[src/core/atc_map.svh]
// register indices, field positions, reset values and codes of the converter control
// assumes a byte address of four times each index on the register bus
`ifndef ATC_MAP_SVH
`define ATC_MAP_SVH

// register indices, byte address is index times four
`define ATC_IDX_CTRL2 8'hE2
`define ATC_IDX_DLY_LO 8'hE3
`define ATC_IDX_CTRL0 8'hE8
`define ATC_IDX_CTRL1 8'hF3
`define ATC_IDX_INT_STAT 8'hF4
`define ATC_IDX_INT_EN 8'hF5
`define ATC_IDX_INT_CLR 8'hF6

// control zero fields
`define ATC_C0_DONE 7
`define ATC_C0_START 6
`define ATC_C0_SRC_HI 5
`define ATC_C0_SRC_LO 4
`define ATC_C0_CH_HI 3
`define ATC_C0_CH_LO 0

// control one fields
`define ATC_C1_TYP_HI 3
`define ATC_C1_TYP_LO 2
`define ATC_C1_EXT 1
`define ATC_C1_EN 0

// control two field
`define ATC_C2_DLY8 0

// interrupt status bits
`define ATC_INT_DONE 0
`define ATC_INT_DROP 1

// reset values
`define ATC_RST_BYTE 8'h00
`define ATC_RST_DLY 9'h000

// trigger types and sources
`define ATC_TYP_FALL 2'h0
`define ATC_TYP_RISE 2'h1
`define ATC_TYP_CENTRE 2'h2
`define ATC_TYP_END 2'h3
`define ATC_SRC_PWM0 2'h0
`define ATC_SRC_PWM2 2'h1
`define ATC_SRC_PWM4 2'h2
`define ATC_SRC_PIN 2'h3

// highest analog input code and band-gap code
`define ATC_CH_LAST_AIN 4'h7
`define ATC_CH_BANDGAP 4'h8

// converter clock as a division of pclk
`define ATC_ADC_DIV 4

`endif

[src/core/atc_pkg.sv]
// types shared by the converter control files
// assumes nothing beyond the map header
package atc_pkg;

    // sequencer states, one-hot
    typedef enum logic [2:0] {
        ATC_ST_IDLE = 3'b001,
        ATC_ST_DELAY = 3'b010,
        ATC_ST_CONV = 3'b100
    } atc_state_e;

    // software controlled configuration
    typedef struct packed {
        logic [8:0] delay;
        logic [1:0] trig_type;
        logic [1:0] trig_src;
        logic [3:0] chan;
        logic ext_en;
        logic enable;
    } atc_ctrl_s;

endpackage

[src/core/atc_top.sv]
// converter control: channel routing, software and external start, trigger delay,
// done flag, interrupt and APB register slave
// assumes a converter core on pclk with a one-cycle start and a one-cycle done,
// pwm point pulses on pclk, and asynchronous pwm outputs and start pin
`include "atc_map.svh"

module atc_top
    import atc_pkg::*;
#(
    parameter int ADDR_W = 12,
    parameter int ADC_DIV = `ATC_ADC_DIV
) (
    input wire logic pclk,
    input wire logic presetn,
    input wire logic psel,
    input wire logic penable,
    input wire logic pwrite,
    input wire logic [ADDR_W-1:0] paddr,
    input wire logic [31:0] pwdata,
    input wire logic [3:0] pstrb,
    output logic [31:0] prdata,
    output logic pready,
    output logic pslverr,
    input wire logic [2:0] pwm_out_in,
    input wire logic ext_start_pin,
    input wire logic pwm_centre_pulse,
    input wire logic pwm_end_pulse,
    input wire logic conv_done_in,
    output logic conv_start,
    output logic [3:0] analog_channel_sel,
    output logic [8:0] ain_connect,
    output logic converter_power,
    output logic irq
);

    // byte addresses of the registers
    localparam logic [ADDR_W-1:0] A_CTRL2 = ADDR_W'({`ATC_IDX_CTRL2, 2'b00});
    localparam logic [ADDR_W-1:0] A_DLY_LO = ADDR_W'({`ATC_IDX_DLY_LO, 2'b00});
    localparam logic [ADDR_W-1:0] A_CTRL0 = ADDR_W'({`ATC_IDX_CTRL0, 2'b00});
    localparam logic [ADDR_W-1:0] A_CTRL1 = ADDR_W'({`ATC_IDX_CTRL1, 2'b00});
    localparam logic [ADDR_W-1:0] A_STAT = ADDR_W'({`ATC_IDX_INT_STAT, 2'b00});
    localparam logic [ADDR_W-1:0] A_EN = ADDR_W'({`ATC_IDX_INT_EN, 2'b00});
    localparam logic [ADDR_W-1:0] A_CLR = ADDR_W'({`ATC_IDX_INT_CLR, 2'b00});
    localparam logic [7:0] DIV_LAST = 8'(ADC_DIV - 1);

    atc_ctrl_s ctrl_reg;
    atc_state_e state_reg;
    atc_state_e state_next;
    logic done_flag_reg;
    logic [1:0] int_stat_reg;
    logic [1:0] int_en_reg;
    logic [7:0] div_reg;
    logic adc_tick_reg;
    logic src_prev_reg;
    logic [3:0] pin_level;
    logic src_level;
    logic edge_rise;
    logic edge_fall;
    logic ext_hit;
    logic can_start;
    logic busy;
    logic wr_access;
    logic setup;
    logic byte0_wr;
    logic wr_ctrl0;
    logic sw_start;
    logic sw_done_clr;
    logic go_conv_now;
    logic go_delay;
    logic dly_expired;
    logic conv_complete;
    logic trig_dropped;
    logic [1:0] int_events;
    logic [1:0] int_clr;
    logic [1:0] int_stat_next;
    logic [7:0] rd_byte;
    logic rd_hit;

    ////////////////////////////////////////////////////////////////////////////
    // pin synchronisers and delay counter

    // pwm0, pwm2, pwm4 and start pin through three flip-flops and a registered agreement filter
    atc_sync3 #(
        .W(4)
    ) atc_sync3_i (
        .pclk(pclk),
        .presetn(presetn),
        .async_in({ext_start_pin, pwm_out_in}),
        .level_out(pin_level)
    );

    // trigger delay in converter clock ticks
    atc_delay_cnt #(
        .W(9)
    ) atc_delay_cnt_i (
        .pclk(pclk),
        .presetn(presetn),
        .load(go_delay),
        .load_val(ctrl_reg.delay),
        .tick(adc_tick_reg),
        .abort(!ctrl_reg.enable),
        .expired(dly_expired)
    );

    ////////////////////////////////////////////////////////////////////////////
    // bus decode

    // setup phase and write strobe of the access phase
    assign setup = psel && !penable;
    assign wr_access = psel && penable && pready && pwrite;
    assign byte0_wr = wr_access && pstrb[0];
    assign wr_ctrl0 = byte0_wr && (paddr == A_CTRL0);
    assign sw_start = wr_ctrl0 && pwdata[`ATC_C0_START];
    assign sw_done_clr = wr_ctrl0 && !pwdata[`ATC_C0_DONE];
    assign int_clr = (byte0_wr && (paddr == A_CLR)) ? pwdata[1:0] : 2'b00;

    ////////////////////////////////////////////////////////////////////////////
    // trigger detection

    // selected source level from pwm channel or pin
    always_comb begin
        src_level = 1'b0;
        case (ctrl_reg.trig_src)
            `ATC_SRC_PWM0: src_level = pin_level[0];
            `ATC_SRC_PWM2: src_level = pin_level[1];
            `ATC_SRC_PWM4: src_level = pin_level[2];
            default: src_level = pin_level[3];
        endcase
    end

    // previous source level for edge detection
    always_ff @(posedge pclk or negedge presetn) begin
        if (!presetn) begin
            src_prev_reg <= 1'b0;
        end else begin
            src_prev_reg <= src_level;
        end
    end

    assign edge_rise = src_level && !src_prev_reg;
    assign edge_fall = !src_level && src_prev_reg;

    // trigger condition chosen by trigger type
    always_comb begin
        ext_hit = 1'b0;
        case (ctrl_reg.trig_type)
            `ATC_TYP_FALL: ext_hit = edge_fall;
            `ATC_TYP_RISE: ext_hit = edge_rise;
            `ATC_TYP_CENTRE: ext_hit = pwm_centre_pulse;
            default: ext_hit = pwm_end_pulse;
        endcase
        ext_hit = ext_hit && ctrl_reg.ext_en && ctrl_reg.enable;
    end

    ////////////////////////////////////////////////////////////////////////////
    // converter clock tick

    // tick divided from pclk, paces the trigger delay
    always_ff @(posedge pclk or negedge presetn) begin
        if (!presetn) begin
            div_reg <= 8'h00;
            adc_tick_reg <= 1'b0;
        end else begin
            adc_tick_reg <= (div_reg == DIV_LAST);
            if (div_reg == DIV_LAST) begin
                div_reg <= 8'h00;
            end else begin
                div_reg <= div_reg + 8'h01;
            end
        end
    end

    ////////////////////////////////////////////////////////////////////////////
    // conversion sequencer

    assign busy = (state_reg != ATC_ST_IDLE);
    assign can_start = !busy && !done_flag_reg && ctrl_reg.enable;
    assign go_conv_now = can_start && sw_start;
    assign go_delay = can_start && !sw_start && ext_hit;
    assign trig_dropped = ext_hit && !go_delay && !go_conv_now;
    assign conv_complete = (state_reg == ATC_ST_CONV) && conv_done_in;

    // next state from start requests, delay and core done
    always_comb begin
        state_next = state_reg;
        case (state_reg)
            ATC_ST_IDLE: begin
                if (go_conv_now) begin
                    state_next = ATC_ST_CONV;
                end else if (go_delay) begin
                    state_next = ATC_ST_DELAY;
                end
            end
            ATC_ST_DELAY: begin
                if (!ctrl_reg.enable) begin
                    state_next = ATC_ST_IDLE;
                end else if (dly_expired) begin
                    state_next = ATC_ST_CONV;
                end
            end
            ATC_ST_CONV: begin
                if (conv_complete) begin
                    state_next = ATC_ST_IDLE;
                end
            end
            default: state_next = ATC_ST_IDLE;
        endcase
    end

    // state register
    always_ff @(posedge pclk or negedge presetn) begin
        if (!presetn) begin
            state_reg <= ATC_ST_IDLE;
        end else begin
            state_reg <= state_next;
        end
    end

    // one-cycle start to the core on entry to conversion
    always_ff @(posedge pclk or negedge presetn) begin
        if (!presetn) begin
            conv_start <= 1'b0;
        end else begin
            conv_start <= (state_next == ATC_ST_CONV) && (state_reg != ATC_ST_CONV);
        end
    end

    // done flag, completion wins over a clear in the same cycle
    always_ff @(posedge pclk or negedge presetn) begin
        if (!presetn) begin
            done_flag_reg <= 1'b0;
        end else if (conv_complete) begin
            done_flag_reg <= 1'b1;
        end else if (sw_done_clr) begin
            done_flag_reg <= 1'b0;
        end
    end

    ////////////////////////////////////////////////////////////////////////////
    // configuration registers

    // software writes to control and delay fields
    always_ff @(posedge pclk or negedge presetn) begin
        if (!presetn) begin
            ctrl_reg <= '0;
        end else if (byte0_wr) begin
            if (paddr == A_DLY_LO) begin
                ctrl_reg.delay[7:0] <= pwdata[7:0];
            end else if (paddr == A_CTRL2) begin
                ctrl_reg.delay[8] <= pwdata[`ATC_C2_DLY8];
            end else if (paddr == A_CTRL0) begin
                ctrl_reg.trig_src <= pwdata[`ATC_C0_SRC_HI:`ATC_C0_SRC_LO];
                ctrl_reg.chan <= pwdata[`ATC_C0_CH_HI:`ATC_C0_CH_LO];
            end else if (paddr == A_CTRL1) begin
                ctrl_reg.trig_type <= pwdata[`ATC_C1_TYP_HI:`ATC_C1_TYP_LO];
                ctrl_reg.ext_en <= pwdata[`ATC_C1_EXT];
                ctrl_reg.enable <= pwdata[`ATC_C1_EN];
            end
        end
    end

    ////////////////////////////////////////////////////////////////////////////
    // analog routing and power

    // one-hot input connection, none while disabled or reserved
    always_ff @(posedge pclk or negedge presetn) begin
        if (!presetn) begin
            ain_connect <= 9'h000;
            analog_channel_sel <= 4'h0;
            converter_power <= 1'b0;
        end else begin
            analog_channel_sel <= ctrl_reg.chan;
            converter_power <= ctrl_reg.enable;
            if (!ctrl_reg.enable) begin
                ain_connect <= 9'h000;
            end else if (ctrl_reg.chan <= `ATC_CH_BANDGAP) begin
                ain_connect <= 9'h001 << ctrl_reg.chan;
            end else begin
                ain_connect <= 9'h000;
            end
        end
    end

    ////////////////////////////////////////////////////////////////////////////
    // interrupt

    assign int_events = {trig_dropped, conv_complete};
    assign int_stat_next = (int_stat_reg & ~int_clr) | int_events;

    // sticky status, set wins over clear
    always_ff @(posedge pclk or negedge presetn) begin
        if (!presetn) begin
            int_stat_reg <= 2'b00;
        end else begin
            int_stat_reg <= int_stat_next;
        end
    end

    // enable register and level output
    always_ff @(posedge pclk or negedge presetn) begin
        if (!presetn) begin
            int_en_reg <= 2'b00;
            irq <= 1'b0;
        end else begin
            if (byte0_wr && (paddr == A_EN)) begin
                int_en_reg <= pwdata[1:0];
            end
            irq <= |(int_stat_next & int_en_reg);
        end
    end

    ////////////////////////////////////////////////////////////////////////////
    // read mux and bus answer

    // read value of the addressed register
    always_comb begin
        rd_byte = `ATC_RST_BYTE;
        rd_hit = 1'b1;
        if (paddr == A_DLY_LO) begin
            rd_byte = ctrl_reg.delay[7:0];
        end else if (paddr == A_CTRL2) begin
            rd_byte = {7'h00, ctrl_reg.delay[8]};
        end else if (paddr == A_CTRL0) begin
            rd_byte = {done_flag_reg, busy, ctrl_reg.trig_src, ctrl_reg.chan};
        end else if (paddr == A_CTRL1) begin
            rd_byte = {4'h0, ctrl_reg.trig_type, ctrl_reg.ext_en, ctrl_reg.enable};
        end else if (paddr == A_STAT) begin
            rd_byte = {6'h00, int_stat_reg};
        end else if (paddr == A_EN) begin
            rd_byte = {6'h00, int_en_reg};
        end else if (paddr == A_CLR) begin
            rd_byte = 8'h00;
        end else begin
            rd_hit = 1'b0;
        end
    end

    // answer in the first access cycle, data caught in setup
    always_ff @(posedge pclk or negedge presetn) begin
        if (!presetn) begin
            pready <= 1'b0;
            pslverr <= 1'b0;
            prdata <= 32'h0000_0000;
        end else begin
            pready <= setup;
            pslverr <= setup && !rd_hit;
            if (setup && !pwrite) begin
                prdata <= {24'h00_0000, rd_byte};
            end
        end
    end

endmodule

[src/core/atc_sync3.sv]
// three-stage synchroniser with agreement filter for asynchronous pins
// assumes pins are quiet for at least two pclk cycles between changes
module atc_sync3 #(
    parameter int W = 1
) (
    input wire logic pclk,
    input wire logic presetn,
    input wire logic [W-1:0] async_in,
    output logic [W-1:0] level_out
);

    logic [W-1:0] s1_reg;
    logic [W-1:0] s2_reg;
    logic [W-1:0] s3_reg;

    ////////////////////////////////////////////////////////////////////////////
    // shift chain, first stage feeds only the second
    always_ff @(posedge pclk or negedge presetn) begin
        if (!presetn) begin
            s1_reg <= '0;
            s2_reg <= '0;
            s3_reg <= '0;
        end else begin
            s1_reg <= async_in;
            s2_reg <= s1_reg;
            s3_reg <= s2_reg;
        end
    end

    // level follows only where second and third stages agree
    always_ff @(posedge pclk or negedge presetn) begin
        if (!presetn) begin
            level_out <= '0;
        end else begin
            level_out <= (s2_reg & s3_reg) | (level_out & (s2_reg ^ s3_reg));
        end
    end

endmodule

[src/core/atc_delay_cnt.sv]
// down counter of converter clock ticks between trigger and conversion start
// assumes tick is a one-cycle pulse on pclk
module atc_delay_cnt #(
    parameter int W = 9
) (
    input wire logic pclk,
    input wire logic presetn,
    input wire logic load,
    input wire logic [W-1:0] load_val,
    input wire logic tick,
    input wire logic abort,
    output logic expired
);

    logic [W-1:0] cnt_reg;
    logic running_reg;

    ////////////////////////////////////////////////////////////////////////////
    // count ticks, pulse expired once the count reaches zero
    always_ff @(posedge pclk or negedge presetn) begin
        if (!presetn) begin
            cnt_reg <= '0;
            running_reg <= 1'b0;
            expired <= 1'b0;
        end else begin
            expired <= 1'b0;
            if (abort) begin
                running_reg <= 1'b0;
            end else if (load) begin
                cnt_reg <= load_val;
                running_reg <= 1'b1;
            end else if (running_reg) begin
                if (cnt_reg == '0) begin
                    expired <= 1'b1;
                    running_reg <= 1'b0;
                end else if (tick) begin
                    cnt_reg <= cnt_reg - 1'b1;
                end
            end
        end
    end

endmodule

[config.mk]
export PLATFORM = sky130hd
export DESIGN_NAME = atc_top
export DESIGN_NICKNAME = d
export VERILOG_FILES = /design/src/core/atc_pkg.sv /design/src/core/atc_top.sv /design/src/core/atc_sync3.sv /design/src/core/atc_delay_cnt.sv
export VERILOG_INCLUDE_DIRS = /design/src /design/src/core
export SDC_FILE = /design/constraint.sdc
export NUM_CORES = 1
export LEC_CHECK = 0
export ABC_AREA = 0
export ABC_CLOCK_PERIOD_IN_PS = 4730
export BUFFER_PORTS_ARGS = -buffer_cell sky130_fd_sc_hd__buf_2
export CAP_MARGIN = 15
export CORE_UTILIZATION = 45
export DETAILED_ROUTE_END_ITERATION = 8
export GPL_ROUTABILITY_DRIVEN = 0
export PLACE_DENSITY = 0.67
export SYNTH_ARGS = -nofsm -noshare
export SYNTH_HDL_FRONTEND = slang
export SYNTH_SLANG_ARGS = --single-unit
[constraint.sdc]
create_clock -name pclk -period 4.73 [get_ports pclk]
set_clock_uncertainty 0.15 [all_clocks]
set_input_delay 0.2365 -clock pclk [delete_from_list [all_inputs] [get_ports pclk]]
set_output_delay 0.2365 -clock pclk [all_outputs]
set_load 0.005 [all_outputs]
==> qor.csv <==
metric,value,unit
outcome,"complete, no violations",
max_slew_margin,0.296,
rsz0062_at_grt,false,
tns,0,ps
drive_above_1_share,0.278,
dpl.hpwl,5770,um
hold_ws,43.1,ps
tightestPinTransition,1050,ps
cp-end-kind,flip-flop,
path_class,in2reg,
cts_root_buffer,clkbuf_8,
clockBufferDepth,2,
synth_area_leaders,"dfrtp_1, mux2_2, buf_4",
cp.required,4840,ps
hold_class,in2reg,
met2_usage,0.299,
core_area,0.00872,sq mm
pwr-share-seq,0.546,
ys_seq_elements,90,
antenna_found_initial,0,
period_share,0.632,
synthesis.area,0.00405,sq mm
area_growth,16.2,%
wl,8170,um
grt.total_usage,0.186,
htreeDepth,3,
cts_resized,0,
grt-busiest-layer,met2,
p_int,1.09,mW
grt_pass1_wl,13800,um
grt_max_degree,68,
synth_top_cell_area_share,0.550,
slew_violations,0,
final_common_cell,dfrtp_1,
initial_utilization,0.464,
grt.met1_usage,0.243,
synth_cell_types,58,
yosys.area.top_type,dfrtp_1,
port_buffers,58,
ant_nets,0,
combPwrFrac,0.066,
synth-edff-count,0,
powerDensity,311,mW/mm^2
dieHeight,96.9,um
layout_common_cells,"dfrtp_1, buf_2, mux2_2, conb_1, nor2_1",
grt_pass1_vias,2827,
syn_area_per_cell,12.1,sq um
cts.reportedPaths.clkPinSlew,90,ps
diodes,0,
cts_inserted_buffers,9,
ys.flop_type,dfrtp_1,
drt-initial-drc-count,85,
largest_register_ffs,19,
drv_cap,0,
drc_errors,0,
yosysSeqAreaShare,0.556,
final_nets,479,
cts_tree,built,
p_sw,372,uW
overflow,0,
die_x,96.9,um
viasPerCell,5.38,
arrival,3100,ps
async_reset_ff_frac,1.00,
grt_use_met3,0.0484,
ir_worst_vdd,0.218,mV
yosys_warnings,0,
synth_cells,334,
worstSetupStartpointType,input pin,
die-area,0.00938,sq mm
crit_fanout,12,
cts.sinks,90,
io_pins,110,
min_period,2990,ps
wl_per_cell,15.5,um
fmax,0.335,GHz
vias,2832,
total_leakage_power,2.29,nW
p_clk_frac,0.389,
finalPower,1.46,mW
finalHoldViolCount,0,
finalSetupViolations,0,
swShare,0.254,
dr.pass1.iters,5,
clk_latency,370,ps
num_rows,34,
==> metal layers <==
| layer | vias to the layer above | part of all wire |
|---|---|---|
| li1 | 1324 | - |
| met1 | 1394 | 0.45 |
| met2 | 99 | 0.47 |
| met3 | 15 | 0.054 |
| met4 | 0 | 0.019 |
| met5 | - | 0 |
==> final timing paths <==
check | from | end | slack [ps] | cells after the start
max in group asynchronous | presetn | atc_sync3_i.level_out[1] | 3160 | 3
worst min register to register | atc_sync3_i.s1_reg[0] | atc_sync3_i.s2_reg[0] | 210 | 0
worst max register to register | ctrl_reg[6] | atc_delay_cnt_i.cnt_reg[0] | 2040 | 5
worst max-delay path | paddr[7] | atc_delay_cnt_i.cnt_reg[0] | 1740 | 7
min in group asynchronous | presetn | ain_connect[8] | 140 | 2
worst min-delay path | pwdata[1] | int_en_reg[1] | 40 | 2
==> through the flow <==
stage	utilization	instance area, sq um	cells	worst slack [ps]
floorplan	-	4140	357	2460
global placement	0.498	4340	495	1880
detailed placement	0.498	4340	495	1880
CTS	0.538	4690	525	1760
global route	0.540	4710	526	1660
finish	0.540	4710	526	1740
==> cell families (layout without fill, tap and decap cells) <==
logic type / count (synthesis) / after routing / synth area share
adders and majority gates: 6 / 6 / 0.0185
and+or+nand+nor: 102 / 102 / 0.144
DFF: 90 / 90 / 0.556
muxes: 34 / 34 / 0.101
AOI/OAI and AO/OA: 50 / 50 / 0.0893
xor gates and xnor gates: 10 / 10 / 0.0216
other: 1 / 24 / 0.000926
buffers and inverters: 41 / 102 / 0.0683
==> area by class of cell <==
class                   count  area [sq um]
fillers                   739          4020
flip-flops and latches     90          2250
multi-input cells         226          1610
repair buffers             74           452
well taps                 108           135
clock buffers               9           124
clock inverters             7          90.1
inverters                  12          45.0
==> power by group through the flow <==
| stage | sequential (mW) | clock (mW) | combinational (mW) |
|---|---|---|---|
| final | 0.798 | 0.568 | 0.0959 |
| after global routing | 0.801 | 0.612 | 0.109 |
| after detailed placement | 0.814 | 0 | 0.0873 |
| after CTS | 0.799 | 0.582 | 0.0966 |
| after global placement | 0.813 | 0 | 0.0857 |
| after floorplan | 0.813 | 0 | 0.0487 |
==> Yosys cell counts, types with 2 or more instances <==
library cell and instances:
a21o_1 4, a21oi_1 7, a22o_1 3, a22oi_1 3, a31oi_1 4, a32o_1 4
a32oi_1 3, and3_1 4, and3b_1 2, buf_4 24, buf_6 2, dfrtp_1 89
ha_1 6, inv_1 12, mux2_2 24, mux2_4 5, mux2i_1 4, nand2_1 15
nand2b_1 5, nand3_1 11, nand3b_1 2, nor2_1 20, nor2b_1 3, nor3_1 12
nor3b_1 3, nor4_1 6, nor4b_1 2, o211ai_1 3, o21ai_0 9, o22ai_1 2
o2bb2ai_1 2, or2_2 2, or4_1 3, or4b_2 2, xnor2_1 7, xor2_1 3
==> critical path, cell delays in order <==
cell and delay, ps:
dlygate4sd3_1 530, buf_2 160, or3b_2 500, nor4_4 380, and3_1 600, a211o_4 340
mux2_2 350
==> timing repair <==
item                                   CTS  global route
buffers inserted                         0             0
endpoints found under the hold margin   42             0
hold buffers                            14             0
No activity file was read; power rests on OpenSTA's default activity.
